**src/hw/fawt_map.vh**
```
`ifndef FAWT_MAP_VH
`define FAWT_MAP_VH

// Register offsets (word addresses of the internal register map).
`define FAWT_ADDR_ACT 8'h10
`define FAWT_ADDR_WDT 8'h11
`define FAWT_ADDR_WIN0 8'h12
`define FAWT_ADDR_WIN1 8'h13
`define FAWT_ADDR_WINT 8'h14
`define FAWT_ADDR_MISC 8'h18

// Reset values.
`define FAWT_RST_ACT 16'h8020
`define FAWT_RST_WDT 6'h18
`define FAWT_RST_WIN 16'hFF00
`define FAWT_RST_MISC 5'h00

// Action codes.
`define FAWT_ACT_NONE 2'h0
`define FAWT_ACT_CLEAR 2'h1
`define FAWT_ACT_ALARM 2'h2
`define FAWT_ACT_HIZ 2'h3

// Action field positions in the action register.
`define FAWT_F_SELF 15:14
`define FAWT_F_DIE 13:12
`define FAWT_F_IN1 11:10
`define FAWT_F_IN0 9:8
`define FAWT_F_LINK 7:6
`define FAWT_F_REF 5:4
`define FAWT_F_OVERR 3:2
`define FAWT_F_OVWARN 1:0

// Watchdog register fields.
`define FAWT_F_UP 5:3
`define FAWT_F_LO 2:1
`define FAWT_B_EN 0

// Misc register fields: polarity bit, pin assign bit, fault count.
`define FAWT_B_POL 0
`define FAWT_B_PIN 1
`define FAWT_F_CNT 4:2

// Window fields.
`define FAWT_F_HI 15:8
`define FAWT_F_LOW 7:0
`define FAWT_LIM_HI_FILL 4'hF
`define FAWT_LIM_LO_FILL 4'h0

// Watchdog tick timing: oscillator rate and divider.
`define FAWT_OSC_HZ 1228800
`define FAWT_TICK_DIV 1024
`define FAWT_CLK_HZ 100000000
`define FAWT_TICK_CYC ((`FAWT_CLK_HZ / (`FAWT_OSC_HZ / `FAWT_TICK_DIV)))

// Watchdog limits in ticks.
`define FAWT_UP0 13'd64
`define FAWT_UP1 13'd128
`define FAWT_UP2 13'd512
`define FAWT_UP3 13'd1024
`define FAWT_UP4 13'd2048
`define FAWT_UP5 13'd3072
`define FAWT_UP6 13'd4096
`define FAWT_UP7 13'd6144
`define FAWT_LO1 13'd64
`define FAWT_LO2 13'd128
`define FAWT_LO3 13'd512

`endif

```
**src/hw/fawt_regmem.v**
```verilog
`timescale 1ns/10ps
`include "fawt_map.vh"

// Three 16-bit window registers with registered read data.
module fawt_regmem (
    input wire clock,
    input wire sys_rst,
    input wire clk_en,
    input wire wr_en,
    input wire [1:0] wr_idx,
    input wire [15:0] wr_data,
    input wire [1:0] rd_idx,
    output reg [15:0] rd_data,
    output wire [47:0] all_words
);
    reg [15:0] mem [0:2];
    genvar gi;
    generate
        for (gi = 0; gi < 3; gi = gi + 1) begin : g_word
            always @(posedge clock or posedge sys_rst) begin
                if (sys_rst) begin
                    mem[gi] <= `FAWT_RST_WIN; // RL18
                end else if (clk_en && wr_en && wr_idx == gi) begin
                    mem[gi] <= wr_data;
                end
            end
            assign all_words[gi*16 +: 16] = mem[gi];
        end
    endgenerate

    always @(posedge clock or posedge sys_rst) begin
        if (sys_rst) begin
            rd_data <= 16'h0000;
        end else if (clk_en) begin
            rd_data <= (rd_idx == 2'h3) ? 16'h0000 : mem[rd_idx];
        end
    end
endmodule // fawt_regmem

```
**src/hw/fawt_top.v**
```verilog
// Contract
// RL1: Self-diagnostic action field, default alarm voltage.
// RL2: Die temperature window action field, default none.
// RL3: Input one window action field, default none.
// RL4: Input zero window action field, default none.
// RL5: Shared link check or timeout action.
// RL6: Reference fault action, default alarm voltage.
// RL7: Overheat error action, above 130 C.
// RL8: Overheat warning action, above 85 C.
// RL9: Watchdog ticks at 1200 Hz.
// RL10: Enabled watchdog errors past upper limit.
// RL11: Upper limit code maps 64 to 6144.
// RL12: Lower limit code 0 disables window.
// RL13: Windowed mode: only watchdog write restarts, early errors.
// RL14: Unwindowed mode: any write restarts timer.
// RL15: Enable bit zero, reset disabled.
// RL16: High limit appends ones; greater flags fault.
// RL17: Low limit appends zeros; less flags fault.
// RL18: Windows reset wide open.
// RL19: Alarm level from polarity bit or pin.
// RL20: Window fault trips after count plus one.
// RL21: Masked faults take no action.
// RL22: Most severe requested action wins.
// RL23: Enable or limit change restarts counter.
`timescale 1ns/10ps
`include "fawt_map.vh"

module fawt_top (
    input wire clock,
    input wire sys_rst,
    input wire clk_en,
    input wire reg_wr,
    input wire reg_rd,
    input wire [7:0] reg_addr,
    input wire [15:0] reg_wdata,
    output reg [15:0] reg_rdata,
    output reg reg_rvalid,
    input wire [11:0] die_heat_result,
    input wire die_heat_valid,
    input wire [11:0] analog_input_zero,
    input wire analog_input_zero_valid,
    input wire [11:0] analog_input_one,
    input wire analog_input_one_valid,
    input wire self_diag_fault,
    input wire link_check_fault,
    input wire reference_fault,
    input wire overheat_error,
    input wire overheat_warning,
    input wire polarity_select_pin,
    input wire [7:0] fault_mask,
    output reg [1:0] dac_action,
    output reg alarm_level_high,
    output reg watchdog_error,
    output reg [2:0] window_fault
);
    localparam TICK_CYC = `FAWT_TICK_CYC;
    localparam ST_IDLE = 1'b0;
    localparam ST_RUN = 1'b1;

    reg [15:0] fault_action_select;
    reg [5:0] watchdog_config;
    reg [4:0] misc_config;
    reg [16:0] tick_div;
    reg tick;
    reg [12:0] wd_count;
    reg wd_state;
    reg [12:0] up_lim;
    reg [12:0] lo_lim;
    reg [2:0] fault_run [0:2];
    reg [1:0] next_action;

    wire [47:0] win_words;
    wire [1:0] self_diag_fault_action = fault_action_select[`FAWT_F_SELF]; // RL1
    wire [1:0] die_heat_fault_action = fault_action_select[`FAWT_F_DIE]; // RL2
    wire [1:0] input_one_fault_action = fault_action_select[`FAWT_F_IN1]; // RL3
    wire [1:0] input_zero_fault_action = fault_action_select[`FAWT_F_IN0]; // RL4
    wire [1:0] link_check_timeout_action = fault_action_select[`FAWT_F_LINK]; // RL5
    wire [1:0] reference_fault_action = fault_action_select[`FAWT_F_REF]; // RL6
    wire [1:0] overheat_error_action = fault_action_select[`FAWT_F_OVERR]; // RL7
    wire [1:0] overheat_warning_action = fault_action_select[`FAWT_F_OVWARN]; // RL8
    wire [2:0] watchdog_upper_limit = watchdog_config[`FAWT_F_UP];
    wire [1:0] watchdog_lower_limit = watchdog_config[`FAWT_F_LO];
    wire watchdog_enable = watchdog_config[`FAWT_B_EN]; // RL15
    wire alarm_level_polarity = misc_config[`FAWT_B_POL];
    wire input_one_pin_assign = misc_config[`FAWT_B_PIN];
    wire [2:0] successive_fault_count = misc_config[`FAWT_F_CNT];

    wire wr_act = reg_wr && reg_addr == `FAWT_ADDR_ACT;
    wire wr_wdt = reg_wr && reg_addr == `FAWT_ADDR_WDT;
    wire wr_misc = reg_wr && reg_addr == `FAWT_ADDR_MISC;
    wire wr_win = reg_wr && (reg_addr == `FAWT_ADDR_WIN0 || reg_addr == `FAWT_ADDR_WIN1
                  || reg_addr == `FAWT_ADDR_WINT);
    // Window registers sit at three consecutive offsets, the first one at index zero.
    wire [1:0] win_idx = reg_addr[1:0] - 2'h2;
    wire [5:0] wdt_new = reg_wdata[5:0];
    wire lo_on = watchdog_lower_limit != 2'h0;
    // A write that changes the watchdog setup restarts the count without judging it.
    wire cfg_change = wr_wdt && (wdt_new != watchdog_config); // RL23
    // With the lower window on, only a watchdog register write counts as a restart.
    wire kick = lo_on ? wr_wdt : reg_wr; // RL13 RL14
    wire late = wd_count > up_lim; // RL10
    wire early = lo_on && wr_wdt && wd_count < lo_lim; // RL13

    fawt_regmem u_mem (
        .clock(clock),
        .sys_rst(sys_rst),
        .clk_en(clk_en),
        .wr_en(wr_win),
        .wr_idx(win_idx),
        .wr_data(reg_wdata),
        .rd_idx(win_idx),
        .rd_data(),
        .all_words(win_words)
    );

    // Register writes.
    // Reserved bits of the watchdog and misc words are dropped on write.
    always @(posedge clock or posedge sys_rst) begin
        if (sys_rst) begin
            fault_action_select <= `FAWT_RST_ACT;
            watchdog_config <= `FAWT_RST_WDT;
            misc_config <= `FAWT_RST_MISC;
        end else if (clk_en) begin
            if (wr_act) begin
                fault_action_select <= reg_wdata;
            end
            if (wr_wdt) begin
                watchdog_config <= wdt_new;
            end
            if (wr_misc) begin
                misc_config <= reg_wdata[4:0];
            end
        end
    end

    // Register reads; data and valid both stand in the cycle after the strobe.
    always @(posedge clock or posedge sys_rst) begin
        if (sys_rst) begin
            reg_rdata <= 16'h0000;
            reg_rvalid <= 1'b0;
        end else if (clk_en) begin
            reg_rvalid <= reg_rd;
            case (reg_addr)
                `FAWT_ADDR_ACT: begin
                    reg_rdata <= fault_action_select;
                end
                `FAWT_ADDR_WDT: begin
                    reg_rdata <= {10'h000, watchdog_config};
                end
                `FAWT_ADDR_MISC: begin
                    reg_rdata <= {11'h000, misc_config};
                end
                `FAWT_ADDR_WIN0, `FAWT_ADDR_WIN1, `FAWT_ADDR_WINT: begin
                    reg_rdata <= win_words[win_idx*16 +: 16];
                end
                default: begin
                    reg_rdata <= 16'h0000;
                end
            endcase
        end
    end

    // Tick of 1200 Hz derived from the system clock.
    // One tick spans more than 65535 system clocks, so the divider needs 17 bits.
    always @(posedge clock or posedge sys_rst) begin
        if (sys_rst) begin
            tick_div <= 17'h00000;
            tick <= 1'b0;
        end else if (clk_en) begin
            tick <= 1'b0;
            if (tick_div == TICK_CYC[16:0] - 17'h00001) begin
                tick_div <= 17'h00000;
                tick <= 1'b1; // RL9
            end else begin
                tick_div <= tick_div + 17'h00001;
            end
        end
    end

    always @* begin
        case (watchdog_upper_limit) // RL11
            3'h0: up_lim = `FAWT_UP0;
            3'h1: up_lim = `FAWT_UP1;
            3'h2: up_lim = `FAWT_UP2;
            3'h3: up_lim = `FAWT_UP3;
            3'h4: up_lim = `FAWT_UP4;
            3'h5: up_lim = `FAWT_UP5;
            3'h6: up_lim = `FAWT_UP6;
            default: up_lim = `FAWT_UP7;
        endcase
        case (watchdog_lower_limit) // RL12
            2'h1: lo_lim = `FAWT_LO1;
            2'h2: lo_lim = `FAWT_LO2;
            2'h3: lo_lim = `FAWT_LO3;
            default: lo_lim = 13'd0;
        endcase
    end

    // Watchdog: error is sticky until restarted by a good kick or disable.
    always @(posedge clock or posedge sys_rst) begin
        if (sys_rst) begin
            wd_state <= ST_IDLE;
            wd_count <= 13'd0;
            watchdog_error <= 1'b0;
        end else if (clk_en) begin
            case (wd_state)
                ST_IDLE: begin
                    wd_count <= 13'd0;
                    watchdog_error <= 1'b0;
                    if (watchdog_enable) begin
                        wd_state <= ST_RUN;
                    end
                end
                ST_RUN: begin
                    if (!watchdog_enable) begin
                        wd_state <= ST_IDLE;
                        watchdog_error <= 1'b0;
                    end else if (cfg_change) begin
                        wd_count <= 13'd0; // RL23
                    end else if (kick) begin
                        wd_count <= 13'd0;
                        if (early || late) begin
                            watchdog_error <= 1'b1; // RL13
                        end else begin
                            watchdog_error <= 1'b0;
                        end
                    end else begin
                        // The count stops one past the limit so a late restart is still late.
                        if (tick && !late) begin
                            wd_count <= wd_count + 13'd1;
                        end
                        if (late) begin
                            watchdog_error <= 1'b1; // RL10
                        end
                    end
                end
                default: wd_state <= ST_IDLE;
            endcase
        end
    end

    // Window comparators with successive-fault filters.
    // Channel order matches the window registers: input zero, input one, die.
    wire [35:0] results = {die_heat_result, analog_input_one, analog_input_zero};
    wire [2:0] valids = {die_heat_valid, analog_input_one_valid, analog_input_zero_valid};
    genvar ch;
    generate
        for (ch = 0; ch < 3; ch = ch + 1) begin : g_chan
            wire [15:0] win = win_words[ch*16 +: 16];
            wire [11:0] hi_lim = {win[`FAWT_F_HI], `FAWT_LIM_HI_FILL};
            wire [11:0] lo_lim_c = {win[`FAWT_F_LOW], `FAWT_LIM_LO_FILL};
            wire [11:0] res = results[ch*12 +: 12];
            wire out_win = (res > hi_lim) || (res < lo_lim_c); // RL16 RL17
            always @(posedge clock or posedge sys_rst) begin
                if (sys_rst) begin
                    fault_run[ch] <= 3'h0;
                    window_fault[ch] <= 1'b0;
                end else if (clk_en && valids[ch]) begin
                    if (!out_win) begin
                        fault_run[ch] <= 3'h0;
                        window_fault[ch] <= 1'b0;
                    end else if (fault_run[ch] >= successive_fault_count) begin
                        window_fault[ch] <= 1'b1; // RL20
                    end else begin
                        fault_run[ch] <= fault_run[ch] + 3'h1;
                    end
                end
            end
        end
    endgenerate

    // Action arbitration: higher code is more severe.
    wire [7:0] active = {self_diag_fault, window_fault[2], window_fault[1], window_fault[0],
                         link_check_fault | watchdog_error, reference_fault,
                         overheat_error, overheat_warning} & ~fault_mask; // RL21
    wire [15:0] acts = {self_diag_fault_action, die_heat_fault_action, input_one_fault_action,
                        input_zero_fault_action, link_check_timeout_action,
                        reference_fault_action, overheat_error_action,
                        overheat_warning_action};
    // Equal codes from several faults ask for the same response, so ties need no order.
    integer k;
    always @* begin
        next_action = `FAWT_ACT_NONE;
        for (k = 0; k < 8; k = k + 1) begin
            if (active[k] && acts[k*2 +: 2] > next_action) begin
                next_action = acts[k*2 +: 2]; // RL22
            end
        end
    end

    always @(posedge clock or posedge sys_rst) begin
        if (sys_rst) begin
            dac_action <= `FAWT_ACT_NONE;
            alarm_level_high <= 1'b0;
        end else if (clk_en) begin
            dac_action <= next_action;
            // The polarity pin counts only while it is not taken as an analog input.
            alarm_level_high <= alarm_level_polarity
                                | (polarity_select_pin & ~input_one_pin_assign); // RL19
        end
    end
endmodule // fawt_top

```
**config.mk**
```make
export PLATFORM = sky130hd
export DESIGN_NAME = fawt_top
export DESIGN_NICKNAME = d
export VERILOG_FILES = /design/src/hw/fawt_regmem.v /design/src/hw/fawt_top.v
export VERILOG_INCLUDE_DIRS = /design/src /design/src/hw
export SDC_FILE = /design/constraint.sdc
export NUM_CORES = 1
export LEC_CHECK = 0
export BUFFER_PORTS_ARGS = -buffer_cell sky130_fd_sc_hd__buf_2
export CORE_MARGIN = 10
export CORE_UTILIZATION = 30
export DETAILED_ROUTE_END_ITERATION = 16
export MAX_ROUTING_LAYER = met4
export PLACE_DENSITY = 0.59
export SYNTH_ARGS = -nofsm -noshare
export SYNTH_HDL_FRONTEND = slang
export SYNTH_SLANG_ARGS = --single-unit
```
**constraint.sdc**
```tcl
create_clock -name clock -period 9.6 [get_ports clock]
set_input_delay 0.96 -clock clock [delete_from_list [all_inputs] [get_ports clock]]
set_output_delay 0.96 -clock clock [all_outputs]
set_load 0.005 [all_outputs]
```
### Word level (Yosys, flattened, before mapping)

Index checks and enable logic that the tools add are counted.

* register bits after elaboration: 140
* bits of input ports: 82
* output and inout bits: 24

* add/subtract/negate cells: 6
* $lt $le $gt $ge: 19
* eq/ne operators: 29
* shift-type cells: 1
* multiplexer cells: 38
* bitwise operators: 7
* reduce and logical (&&, ||, !) cells: 45

Operator list (count)
* case mux 13 bit (7 select lines): 1
* case mux 16 bit (4 select lines): 1
* 2-to-1 mux 13 bit: 4
* equality test 8 x 5 -> 1 bit (second input constant): 6
* variable part select 48 x 7 -> 16 bit: 1
* > comparator 12 bit: 3
* < comparator 12 bit: 3
* case mux 10 bit (3 select lines): 1
* case mux 13 bit (2 select lines): 1
* logical AND 1 bit: 23
* 2-to-1 mux 3 bit: 6
* AND reduction 2 bit: 9
* adder 17 x 1 -> 17 bit (second input constant): 1
* equality test 17 bit (second input constant): 1
* 2-to-1 mux 17 bit: 1
* 2-to-1 mux 2 bit: 8
* > comparator 2 bit: 7
* 2-to-1 mux 1 bit: 14
* adder 13 x 1 -> 13 bit (second input constant): 1
* > comparator 13 bit: 1
* < comparator 13 bit: 1
* adder 3 x 1 -> 3 bit (second input constant): 3
* equality test 3 bit (second input constant): 3
* >= comparator 3 bit: 3
* 25 further kinds: 42

### Depth between registers and ports, before layout

Gate-level depths: netlist of run 1.

* depth after elaboration: 25
* depth in mapped cells: 41
* depth with buffers taken out: 41

### By module

From an unflattened synthesis of run 1, not the netlist that was laid out.

* cells, all modules: 968
* area total of the unflattened synthesis: 9746.8 um^2

Modules (own cells, without submodules)
* fawt_top: times used 1, cells an instance 771, area an instance 6867.8 um^2, seq. area each 2307.2 um^2
* fawt_regmem: times used 1, cells an instance 197, area an instance 2879.0 um^2, seq. area each 1631.6 um^2

### Least setup slack after synthesis of run 1

Ideal clock, no wire load.

* path kind: input-to-reg
* start point: input fault_mask[0]
* end point: register dac_action[1]
* data arrival time: 7997 ps
* path slack: 1478 ps
* stages on the path: 41
* path through: and3b_1 > inv_1 > ha_1 > nor2b_4 > o2111ai_4 > mux2_2 > ha_1 > nor2_1 > o211a_1 > o22ai_1 > nor2_1 > ha_1 > nor4_1 > o22a_1 > o31ai_4 > ha_1 > nor2_1 > nor2_1 > [5 not listed] > ha_1 > nor2_1 > o2111a_1 > o21ai_0 > nor2_1 > a21oi_1 > ha_1 > or2_2 > maj3_1 > nor2b_1 > a211o_1 > nand2_1 > ha_1 > nand2_1 > o2111ai_1 > nor2_1 > a21oi_1 > mux2_2

* word-level cells in the longest chain between the ends: 25

Ends and longest elaborated chain
* start: declaration: line fawt_top.v:50 `input wire [7:0] fault_mask,`
* NOT 8 bit (*): line fawt_top.v:275 `overheat_error, overheat_warning} & ~fault_mask;`
* bitwise AND 8 bit (*): line fawt_top.v:275
* logical AND 1 bit (*): line fawt_top.v:285 `if (active[k] && acts[k*2 +: 2] > next_action) begin`
* 2-to-1 mux 2 bit (*): line fawt_top.v:285
* > comparator 2 bit: line fawt_top.v:285
* logical AND 1 bit: line fawt_top.v:285
* 2-to-1 mux 2 bit (*): line fawt_top.v:285
* > comparator 2 bit: line fawt_top.v:285
* [9 not listed]
* logical AND 1 bit: line fawt_top.v:285
* 2-to-1 mux 2 bit (*): line fawt_top.v:285
* > comparator 2 bit: line fawt_top.v:285
* logical AND 1 bit: line fawt_top.v:285
* 2-to-1 mux 2 bit (*): line fawt_top.v:285
* > comparator 2 bit: line fawt_top.v:285
* logical AND 1 bit: line fawt_top.v:285
* 2-to-1 mux 2 bit (*): line fawt_top.v:285
* end signal: assignment: line fawt_top.v:293 `` dac_action <= `FAWT_ACT_NONE; ``
* end signal: assignment: line fawt_top.v:296 `dac_action <= next_action;`
* end: declaration: line fawt_top.v:51 `output reg [1:0] dac_action,`

Every way passes the cells marked *; elsewhere a longest branch is shown, timed or not.
A chain may end at the register's enable or synchronous reset.

### Final worst setup path of run 1

Same ends and word-level chain as after synthesis.

==> results of run 1 <==
==> cell type report <==
| class | count | share of cell area [%] |
|---|---|---|
| Clock buffer | 21 | 4.41 |
| Multi-Input combinational cell | 606 | 46.5 |
| Clock inverter | 11 | 1.09 |
| Sequential cell | 140 | 34.6 |
| Timing Repair Buffer | 106 | 5.21 |
| Tap cell | 384 | 4.70 |
| Inverter | 93 | 3.46 |
==> cell families (layout without fill, tap and decap cells) <==
group                      after synthesis  in the layout
AOI/OAI and AO/OA                      188            188
xor gates and xnor gates                32             32
adders and majority gates               80             80
buffers and inverters                  123            231
DFF                                    140            140
muxes                                   88             88
and+or+nand+nor                        218            218
==> worst max-delay path: cells and delay by family <==
family                     cells  cell delay [ns]
muxes                          2             0.66
and+or+nand+nor               16             2.23
AOI/OAI and AO/OA             13             2.41
buffers and inverters          3             0.23
adders and majority gates      8             2.30
==> per-layer routing <==
metal  GRT usage (%)  vias up  wire [microns]
met5               -        -               0
met3            2.92       26             961
li1                -     3277               -
met1            17.9     3283           11500
met2            23.5      107           12300
met4            4.63        0             545
==> state kept, by name, indices dropped and copies added (netlist names) <==
name / cells
wd_state: 1
tick_div: 17
reg_rdata: 16
tick: 1
dac_action: 2
u_mem.all_words: 48
reg_rvalid: 1
alarm_level_high: 1
watchdog_error: 1
wd_count: 13
watchdog_config: 6
acts: 16
misc_config: 5
fault_run: 9
window_fault: 3
==> stage by stage <==
step | power (mW) | hold slack (ns) | instances | instance area (sq um)
after floorplan | 0.880 | 0.456 | 869 | 8770
after global placement | 0.974 | 0.470 | 1329 | 9660
after detailed placement | 0.984 | 0.471 | 1329 | 9660
after CTS | 1.63 | 0.486 | 1361 | 10200
after global routing | 1.70 | 0.501 | 1361 | 10200
final | 1.61 | 0.480 | 1361 | 10200
==> cells in the mapped netlist (5+ instances only) <==
library cell  number  share of area [%]
mux2_2            65                8.3
inv_1             93                4.0
o21ai_0           49                2.8
o31ai_1            6               0.51
dfstp_2           28                8.4
a21oi_1           26                1.5
a221oi_1           5               0.50
nor2_1            52                2.2
xor2_1            17                1.7
dfrtp_1          112                 32
a21o_1            25                2.1
nand2_1           71                3.0
clkbuf_1          21               0.90
nor2b_1            9               0.64
xnor2_1           15                1.5
nand4_1           16                1.1
a22o_1             8               0.80
nor3_1             5               0.29
ha_1              78                 11
o2bb2ai_1         17                1.7
nand2b_1           8               0.57
or3_1              5               0.36
mux2i_1           22                2.5
buf_2              8               0.46
and3_1             9               0.64
a22oi_1           10               0.86
nand3_1           10               0.57
o22ai_1            6               0.43
==> worst paths after layout <==
| path | cells past startpoint | end | slack [ns] | from |
|---|---|---|---|---|
| setup / recovery | 42 | dac_action[1] | 1.08 | fault_mask[0] |
| hold / removal | 1 | reg_rdata[13] | 0.48 | reg_rdata[13] |
| setup reg to reg | 41 | dac_action[1] | 1.35 | acts[1] |
| hold reg to reg | 1 | reg_rdata[13] | 0.48 | reg_rdata[13] |
| max in group asynchronous | 3 | u_mem.all_words[6] | 7.66 | sys_rst |
| min in group asynchronous | 2 | tick_div[3] | 0.66 | sys_rst |
==> where the power goes <==
part / internal, mW / switching, mW / total (mW)
registers: 0.643 / 0.0480 / 0.690
clock network: 0.366 / 0.276 / 0.642
logic: 0.126 / 0.153 / 0.279
==> flow_metrics.py, run 1 <==
metrics = {
    "sta": {
        "layout_min_cycle_time_ns": 8.52,
        "finClkSkew_ns": 0.0169,
        "layout_worst_path_cycle_share_pct": 88.8,
        "rsz0062_at_grt": "false",
        "fin_ws_ns": 1.08,
        "slew_violations": 0,
        "worstMarginPinSlew_ns": 1.05,
        "finalHoldViolCount": 0,
        "relSlewSlack_pct": 29.9,
        "tns_ns": 0,
        "max_freq_mhz": 117,
        "setup_violations": 0,
    },
    "setup_path": {
        "critPathRequiredTime_ns": 9.91,
        "cp_slowest_cell": "mux2_2",
        "worst_path_largest_cell_delay_ns": 0.39,
        "cpMostUsedCell": "nor2_1",
        "crit_type": "in -> reg",
        "arrival_ns": 8.83,
        "cp-end-kind": "register",
        "cp-start-kind": "input port",
        "cp_max_fo": 4,
    },
    "synth": {
        "synthAdderAreaFrac_pct": 11.4,
        "syn_area_sq_um": 8770,
        "synth_compound_area_share_pct": 15.6,
        "synthMuxAreaShare_pct": 11.0,
        "synth_top_family_by_area": "compound AO/OA/AOI/OAI gates",
        "synth_cells": 869,
        "synth_edf_count": 0,
        "ys_ff_latch": 140,
        "postSynthNetCount": 1029,
        "synth_simple_gate_area_share_pct": 13.0,
        "ys_warn_count": 0,
        "ys_seq_area_share_pct": 40.4,
        "ys_types": 69,
        "synthXorXnorAreaFrac_pct": 3.20,
        "ys.flop_type": "dfrtp_1",
        "synth.avg_cell_area_sq_um": 10.1,
        "async_reset_ff_share_pct": 100,
    },
    "clock_tree": {
        "numCtsBuffers": 17,
        "clkSinkCount": 140,
        "clk_latency_ns": 0.43,
        "holdBufCountCts": 0,
        "cts_setup_buffers": 0,
        "cts-htree-levels": 4,
        "ctsResizeCount": 0,
        "cts.clk_slew.worst_paths_ns": 0.06,
        "cts_root_buf": "clkbuf_16",
        "cts_tree": "done",
        "clockBufferDepth": 2,
    },
    "floorplanning": {
        "ioPinCount": 106,
        "chipWidth_microns": 191,
        "start_util_pct": 30.5,
        "die_height_microns": 191,
        "dieArea_sq_um": 36500,
        "std_cell_rows": 62,
        "core_sq_um": 28800,
    },
    "place": {
        "dp_slack_ns": 0.753,
        "place_congestion": 0.858,
        "dp_hpwl_microns": 19500,
        "port-buffer-count": 105,
    },
    "route": {
        "ant_nets": 0,
        "wl_per_cell_microns": 18.6,
        "drt-total-wl_microns": 25300,
        "drc": 0,
        "routed_via_density": 4.92,
        "drt_iter0_drc": 357,
        "route.vias.total": 6693,
        "drt_pass1_iterations": 4,
    },
    "global_route": {
        "grt_max_degree": 84,
        "grt_pass1_wl_microns": 39700,
        "grt-ovfl-total": 0,
        "antenna_found_initial": 0,
        "track_usage_pct": 14.5,
        "grt_pass1_vias": 6960,
    },
    "final_layout": {
        "final.fill_count": 2917,
        "final_nets": 1124,
        "multiInputGateArea_sq_um": 4750,
        "regArea_sq_um": 3540,
        "synthToLayoutAreaGrowth_pct": 16.6,
        "diodes": 0,
        "layout_commonest_cell": "dfrtp_1",
        "layout-drive-gt1-share_pct": 26.0,
        "final_util_pct": 35.5,
        "most-common-layout-cells": "dfrtp_1, buf_2, inv_1",
    },
    "status": {
        "outcome": "complete, no violations",
    },
    "job": {
        "drv_cap": 0,
    },
    "worst_hold_path": {
        "min_path_type": "reg -> reg",
    },
    "pwr": {
        "power.density_nw_per_um2": 158,
        "p_leak_nw": 4.81,
        "max-vdd-ir-drop_mv": 0.130,
    },
}
(Power assumes the default switching activity.)
==> run 2: changes to the inputs <==
CTS_BUF_LIST = sky130_fd_sc_hd__clkbuf_4 sky130_fd_sc_hd__clkbuf_8 sky130_fd_sc_hd__clkbuf_16   (was unset)
==> run 2 against run 1 <==
  * First-iteration DRC count increased by 16%
  * Combinational power about the same
  * Fmax increased by 0.12%
  * Clock-buffer cell count unchanged
  * Worst hold slack about the same
==> flow_metrics.py, run 2 (synthesized netlist as in run 1, its figures left out) <==
metrics = {
    "setup_path": {
        "cp-end-kind": "register",
        "critPathRequiredTime_ns": 9.91,
        "cp_max_fo": 4,
        "ff2ff_setup_slack_ns": 1.37,
        "crit_type": "in -> reg",
        "worst_path_largest_cell_delay_ns": 0.39,
        "cp-start-kind": "input port",
        "cp_slowest_cell": "mux2_2",
        "arrival_ns": 8.82,
        "cpMostUsedCell": "nor2_1",
    },
    "clock_tree": {
        "clockBufferDepth": 2,
        "cts_tree": "done",
        "cts-htree-levels": 4,
        "ctsResizeCount": 0,
        "cts.clk_slew.worst_paths_ns": 0.06,
        "clk_latency_ns": 0.43,
        "numCtsBuffers": 17,
        "cts_root_buf": "clkbuf_16",
        "clkSinkCount": 140,
        "cts_setup_buffers": 0,
        "holdBufCountCts": 0,
    },
    "sta": {
        "layout_worst_path_cycle_share_pct": 88.7,
        "finalHoldViolCount": 0,
        "tns_ns": 0,
        "relSlewSlack_pct": 32.6,
        "setup_violations": 0,
        "slew_violations": 0,
        "rsz0062_at_grt": "false",
        "max_freq_mhz": 117,
        "fin_ws_ns": 1.09,
        "worstMarginPinSlew_ns": 1.01,
        "worst_hold_slack_ns": 0.480,
        "layout_min_cycle_time_ns": 8.51,
        "finClkSkew_ns": 0.0221,
    },
    "floorplanning": {
        "std_cell_rows": 62,
        "die_height_microns": 191,
        "core_sq_um": 28800,
        "dieArea_sq_um": 36500,
        "start_util_pct": 30.5,
        "ioPinCount": 106,
        "chipWidth_microns": 191,
    },
    "route": {
        "ant_nets": 0,
        "drc": 0,
        "drt-total-wl_microns": 25300,
        "wl_per_cell_microns": 18.6,
        "routed_via_density": 4.93,
        "drt_pass1_iterations": 5,
        "drt_iter0_drc": 413,
        "route.vias.total": 6713,
    },
    "place": {
        "port-buffer-count": 105,
        "dp_slack_ns": 0.753,
        "dp_hpwl_microns": 19500,
        "place_congestion": 0.858,
    },
    "global_route": {
        "met1_usage_pct": 17.8,
        "track_usage_pct": 14.5,
        "grt_use_met2_pct": 23.6,
        "use_met3_pct": 2.92,
        "grt-ovfl-total": 0,
        "grt_pass1_wl_microns": 39700,
        "antenna_found_initial": 0,
        "grt_max_degree": 84,
        "grt_pass1_vias": 6962,
        "top_usage_layer": "met2",
    },
    "final_layout": {
        "final.fill_count": 2911,
        "synthToLayoutAreaGrowth_pct": 16.7,
        "largest_reg_flops": 48,
        "final_nets": 1124,
        "layout-drive-gt1-share_pct": 26.3,
        "most-common-layout-cells": "dfrtp_1, buf_2, inv_1",
        "diodes": 0,
        "layout_commonest_cell": "dfrtp_1",
    },
    "pwr": {
        "power.density_nw_per_um2": 158,
        "max-vdd-ir-drop_mv": 0.127,
        "p_leak_nw": 4.82,
    },
    "worst_hold_path": {
        "min_path_type": "reg -> reg",
    },
    "job": {
        "drv_cap": 0,
    },
    "status": {
        "outcome": "complete, no violations",
    },
}
## run 2: cell type report
class / instances / area [sq um] / share of cell area (%)
Sequential cell: 140 / 3540 / 34.6
Inverter: 93 / 354 / 3.46
Tap cell: 384 / 480 / 4.69
Timing Repair Buffer: 106 / 533 / 5.21
Clock buffer: 21 / 462 / 4.51
Multi-Input combinational cell: 606 / 4750 / 46.5
Clock inverter: 11 / 111 / 1.09
## run 2: where the power goes
part / internal [mW] / switching [mW] / leakage (nW)
Combinational: 0.127 / 0.152 / 2.81
Sequential: 0.643 / 0.0481 / 1.74
Clock: 0.375 / 0.275 / 0.267
Total: 1.14 / 0.475 / 4.82
## run 2: final timing paths
kind                                 endpoint     startpoint  depth (start not counted)
setup / recovery                dac_action[1]  fault_mask[0]                         42
max in group asynchronous  u_mem.all_words[6]        sys_rst                          3
hold / removal                  reg_rdata[13]  reg_rdata[13]                          1
min in group asynchronous         tick_div[3]        sys_rst                          2
setup reg to reg                dac_action[1]        acts[1]                         41
hold reg to reg                 reg_rdata[13]  reg_rdata[13]                          1
## run 2: metrics by stage
step / total power [mW] / instance area, sq um / instances / utilization [%]
floorplan: 0.880 / 8770 / 869 / -
global placement: 0.974 / 9660 / 1329 / 33.6
detailed placement: 0.984 / 9660 / 1329 / 33.6
CTS: 1.64 / 10200 / 1361 / 35.6
global route: 1.71 / 10200 / 1361 / 35.6
finish: 1.62 / 10200 / 1361 / 35.6
## run 2: worst max-delay path, delay by kind of cell
family | cells | cell delay, ns
muxes | 2 | 0.66
adders and majority gates | 8 | 2.30
and+or+nand+nor | 16 | 2.23
buffers and inverters | 3 | 0.23
AOI/OAI and AO/OA | 13 | 2.40
## run 2: per-layer routing
metal	vias up	wire, microns
met2	118	12300
met1	3297	11400
li1	3277	-
met4	0	496
met5	-	0
met3	21	1060
==> run 3: changes to the inputs <==
CORE_MARGIN = 1   (was 10)
RECOVER_POWER = 100   (was unset)
==> run 3 against run 2 <==
  * The flow now finishes with violations (max-capacitance violations, max-slew violations)
  * First-iteration DRC count down 8.2%
  * Critical endpoint unchanged
  * Highest routed layer unchanged
  * Worst hold slack improved by 0.0064 ns
  * Largest cell class unchanged
  * Clock skew is 0.0030 ns lower
==> flow_metrics.py, run 3 (synthesized netlist as in run 1, its figures left out) <==
metrics = {
    "status": {
        "outcome": "finished with violations",
        "violations": "max-capacitance violations, max-slew violations",
    },
    "setup_path": {
        "cp_slowest_cell": "nor4_1",
        "cp-start-kind": "input port",
        "worst_path_largest_cell_delay_ns": 0.39,
        "critPathRequiredTime_ns": 9.91,
        "arrival_ns": 8.85,
        "cp_max_fo": 4,
        "crit_type": "in -> reg",
        "reg2reg_from": "acts[1]",
        "cp-startpoint": "fault_mask[0]",
        "worstReg2RegEnd": "dac_action[1]",
        "r2r_cells": 41,
        "critPathCapture": "dac_action[1]",
        "cpMostUsedCell": "nor2_1",
        "ff2ff_setup_slack_ns": 1.35,
        "cp-end-kind": "register",
    },
    "pwr": {
        "clock_power_share_pct": 39.5,
        "pwr-share-comb_pct": 17.2,
        "p_leak_nw": 4.70,
        "seqPwrFrac_pct": 43.3,
        "sw_frac_of_total_pct": 30.0,
        "p_int_mw": 1.12,
        "power.density_nw_per_um2": 158,
        "p_sw_mw": 0.478,
        "max-vdd-ir-drop_mv": 0.128,
    },
    "place": {
        "place_congestion": 0.830,
        "port-buffer-count": 105,
        "dp_hpwl_microns": 18500,
        "dp.cells": 1329,
    },
    "global_route": {
        "grt_max_degree": 88,
        "antenna_found_initial": 5,
        "track_usage_pct": 17.4,
        "grt-ovfl-total": 0,
        "grt_pass1_vias": 6869,
        "grt_pass1_wl_microns": 38500,
    },
    "sta": {
        "slew_violations": 205,
        "layout_worst_path_cycle_share_pct": 88.9,
        "relSlewSlack_pct": -164,
        "finalHoldViolCount": 0,
        "tns_ns": 0,
        "layout_min_cycle_time_ns": 8.54,
        "setup_violations": 0,
        "worstMarginPinSlew_ns": 3.94,
        "finClkSkew_ns": 0.0192,
        "rsz0062_at_grt": "false",
        "max_freq_mhz": 117,
    },
    "clock_tree": {
        "ctsResizeCount": 0,
        "holdBufCountCts": 0,
        "clkSinkCount": 140,
        "clockBufferDepth": 2,
        "clk_latency_ns": 0.43,
        "cts-htree-levels": 4,
        "cts_tree": "done",
        "cts_root_buf": "clkbuf_16",
        "cts.clk_slew.worst_paths_ns": 0.06,
        "numCtsBuffers": 17,
        "cts_setup_buffers": 0,
    },
    "floorplanning": {
        "ioPinCount": 106,
        "std_cell_rows": 62,
        "core_sq_um": 28700,
        "chipWidth_microns": 173,
        "die_height_microns": 173,
        "dieArea_sq_um": 29900,
        "start_util_pct": 30.5,
    },
    "final_layout": {
        "most-common-layout-cells": "dfrtp_1, inv_1, buf_2",
        "final_nets": 1124,
        "final.fill_count": 2983,
        "layout_commonest_cell": "dfrtp_1",
        "finalNonFillerCells": 1366,
        "synthToLayoutAreaGrowth_pct": 15.2,
        "largest_reg_flops": 48,
        "layout-drive-gt1-share_pct": 23.1,
    },
    "route": {
        "drc": 0,
        "drt_pass1_iterations": 5,
        "wl_per_cell_microns": 17.9,
        "drt-total-wl_microns": 24400,
        "routed_via_density": 4.91,
        "route.vias.total": 6707,
        "ant_nets": 0,
        "drt_iter0_drc": 379,
    },
    "worst_hold_path": {
        "min_path_type": "reg -> reg",
    },
    "job": {
        "drv_cap": 5,
    },
}
-- run 3: cell types whose count changed in the layout (fill, tap and decap cells not counted), moves of 3 or more --
cell | previous run | this run
nor4b_1 | 1 | 4
clkbuf_1 | 0 | 18
clkinv_2 | 0 | 6
buf_2 | 105 | 88
nand4_2 | 3 | 0
clkinvlp_4 | 5 | 1
diode_2 | 0 | 5
nand4_1 | 16 | 19
-- run 3: worst min path at each step --
stage,start,end,slack (ns),cells after the start
6_report,reg_rdata[6],reg_rdata[6],0.49,1
5_1_grt,reg_rdata[11],reg_rdata[11],0.51,1
4_1_cts,reg_rdata[6],reg_rdata[6],0.49,1
3_5_place_dp,reg_rdata[13],reg_rdata[13],0.47,1
3_3_place_gp,reg_rdata[6],reg_rdata[6],0.47,1
2_1_floorplan,tick_div[11],tick_div[11],0.46,1
-- run 3: per-layer routing --
layer / vias to the layer above / share of wire (%) / track usage, %
met4: 0 / 3.2 / 7.12
met5: - / 0 / -
met1: 3253 / 46 / 21.5
li1: 3282 / - / -
met2: 137 / 47 / 27.5
met3: 35 / 4.2 / 3.94
-- run 3: worst max-delay path: cells and delay by family --
family,cells,cell delay (ns)
AOI/OAI and AO/OA,13,2.41
adders and majority gates,8,2.32
and+or+nand+nor,16,2.28
muxes,2,0.65
buffers and inverters,3,0.24
-- run 3: area by class of cell --
cell class	instances	area, sq um	area share [%]
diodes	5	12.5	0.124
inverters	93	350	3.47
multi-input cells	606	4660	46.2
clock inverters	13	90.1	0.892
flip-flops and latches	140	3540	35.0
repair buffers	106	508	5.03
well taps	384	480	4.76
clock buffers	19	458	4.53
-- run 3: metrics by stage --
step / utilization (%) / worst slack, ns / hold WS [ns] / power, mW / area, sq um
finish: 35.2 / 1.06 / 0.487 / 1.59 / 10100
detailed placement: 33.7 / 0.782 / 0.472 / 0.982 / 9660
floorplan: - / 1.48 / 0.456 / 0.880 / 8770
global route: 35.2 / 0.409 / 0.509 / 1.68 / 10100
CTS: 35.6 / 1.21 / 0.487 / 1.62 / 10200
global placement: 33.7 / 1.06 / 0.471 / 0.972 / 9660
-- run 3: power by group through the flow --
stage / logic, mW / clock network, mW / registers [mW]
2_1_floorplan: 0.194 / 0 / 0.686
4_1_cts: 0.284 / 0.642 / 0.691
6_report: 0.274 / 0.630 / 0.690
3_5_place_dp: 0.282 / 0 / 0.701
3_3_place_gp: 0.273 / 0 / 0.699
5_1_grt: 0.318 / 0.664 / 0.699
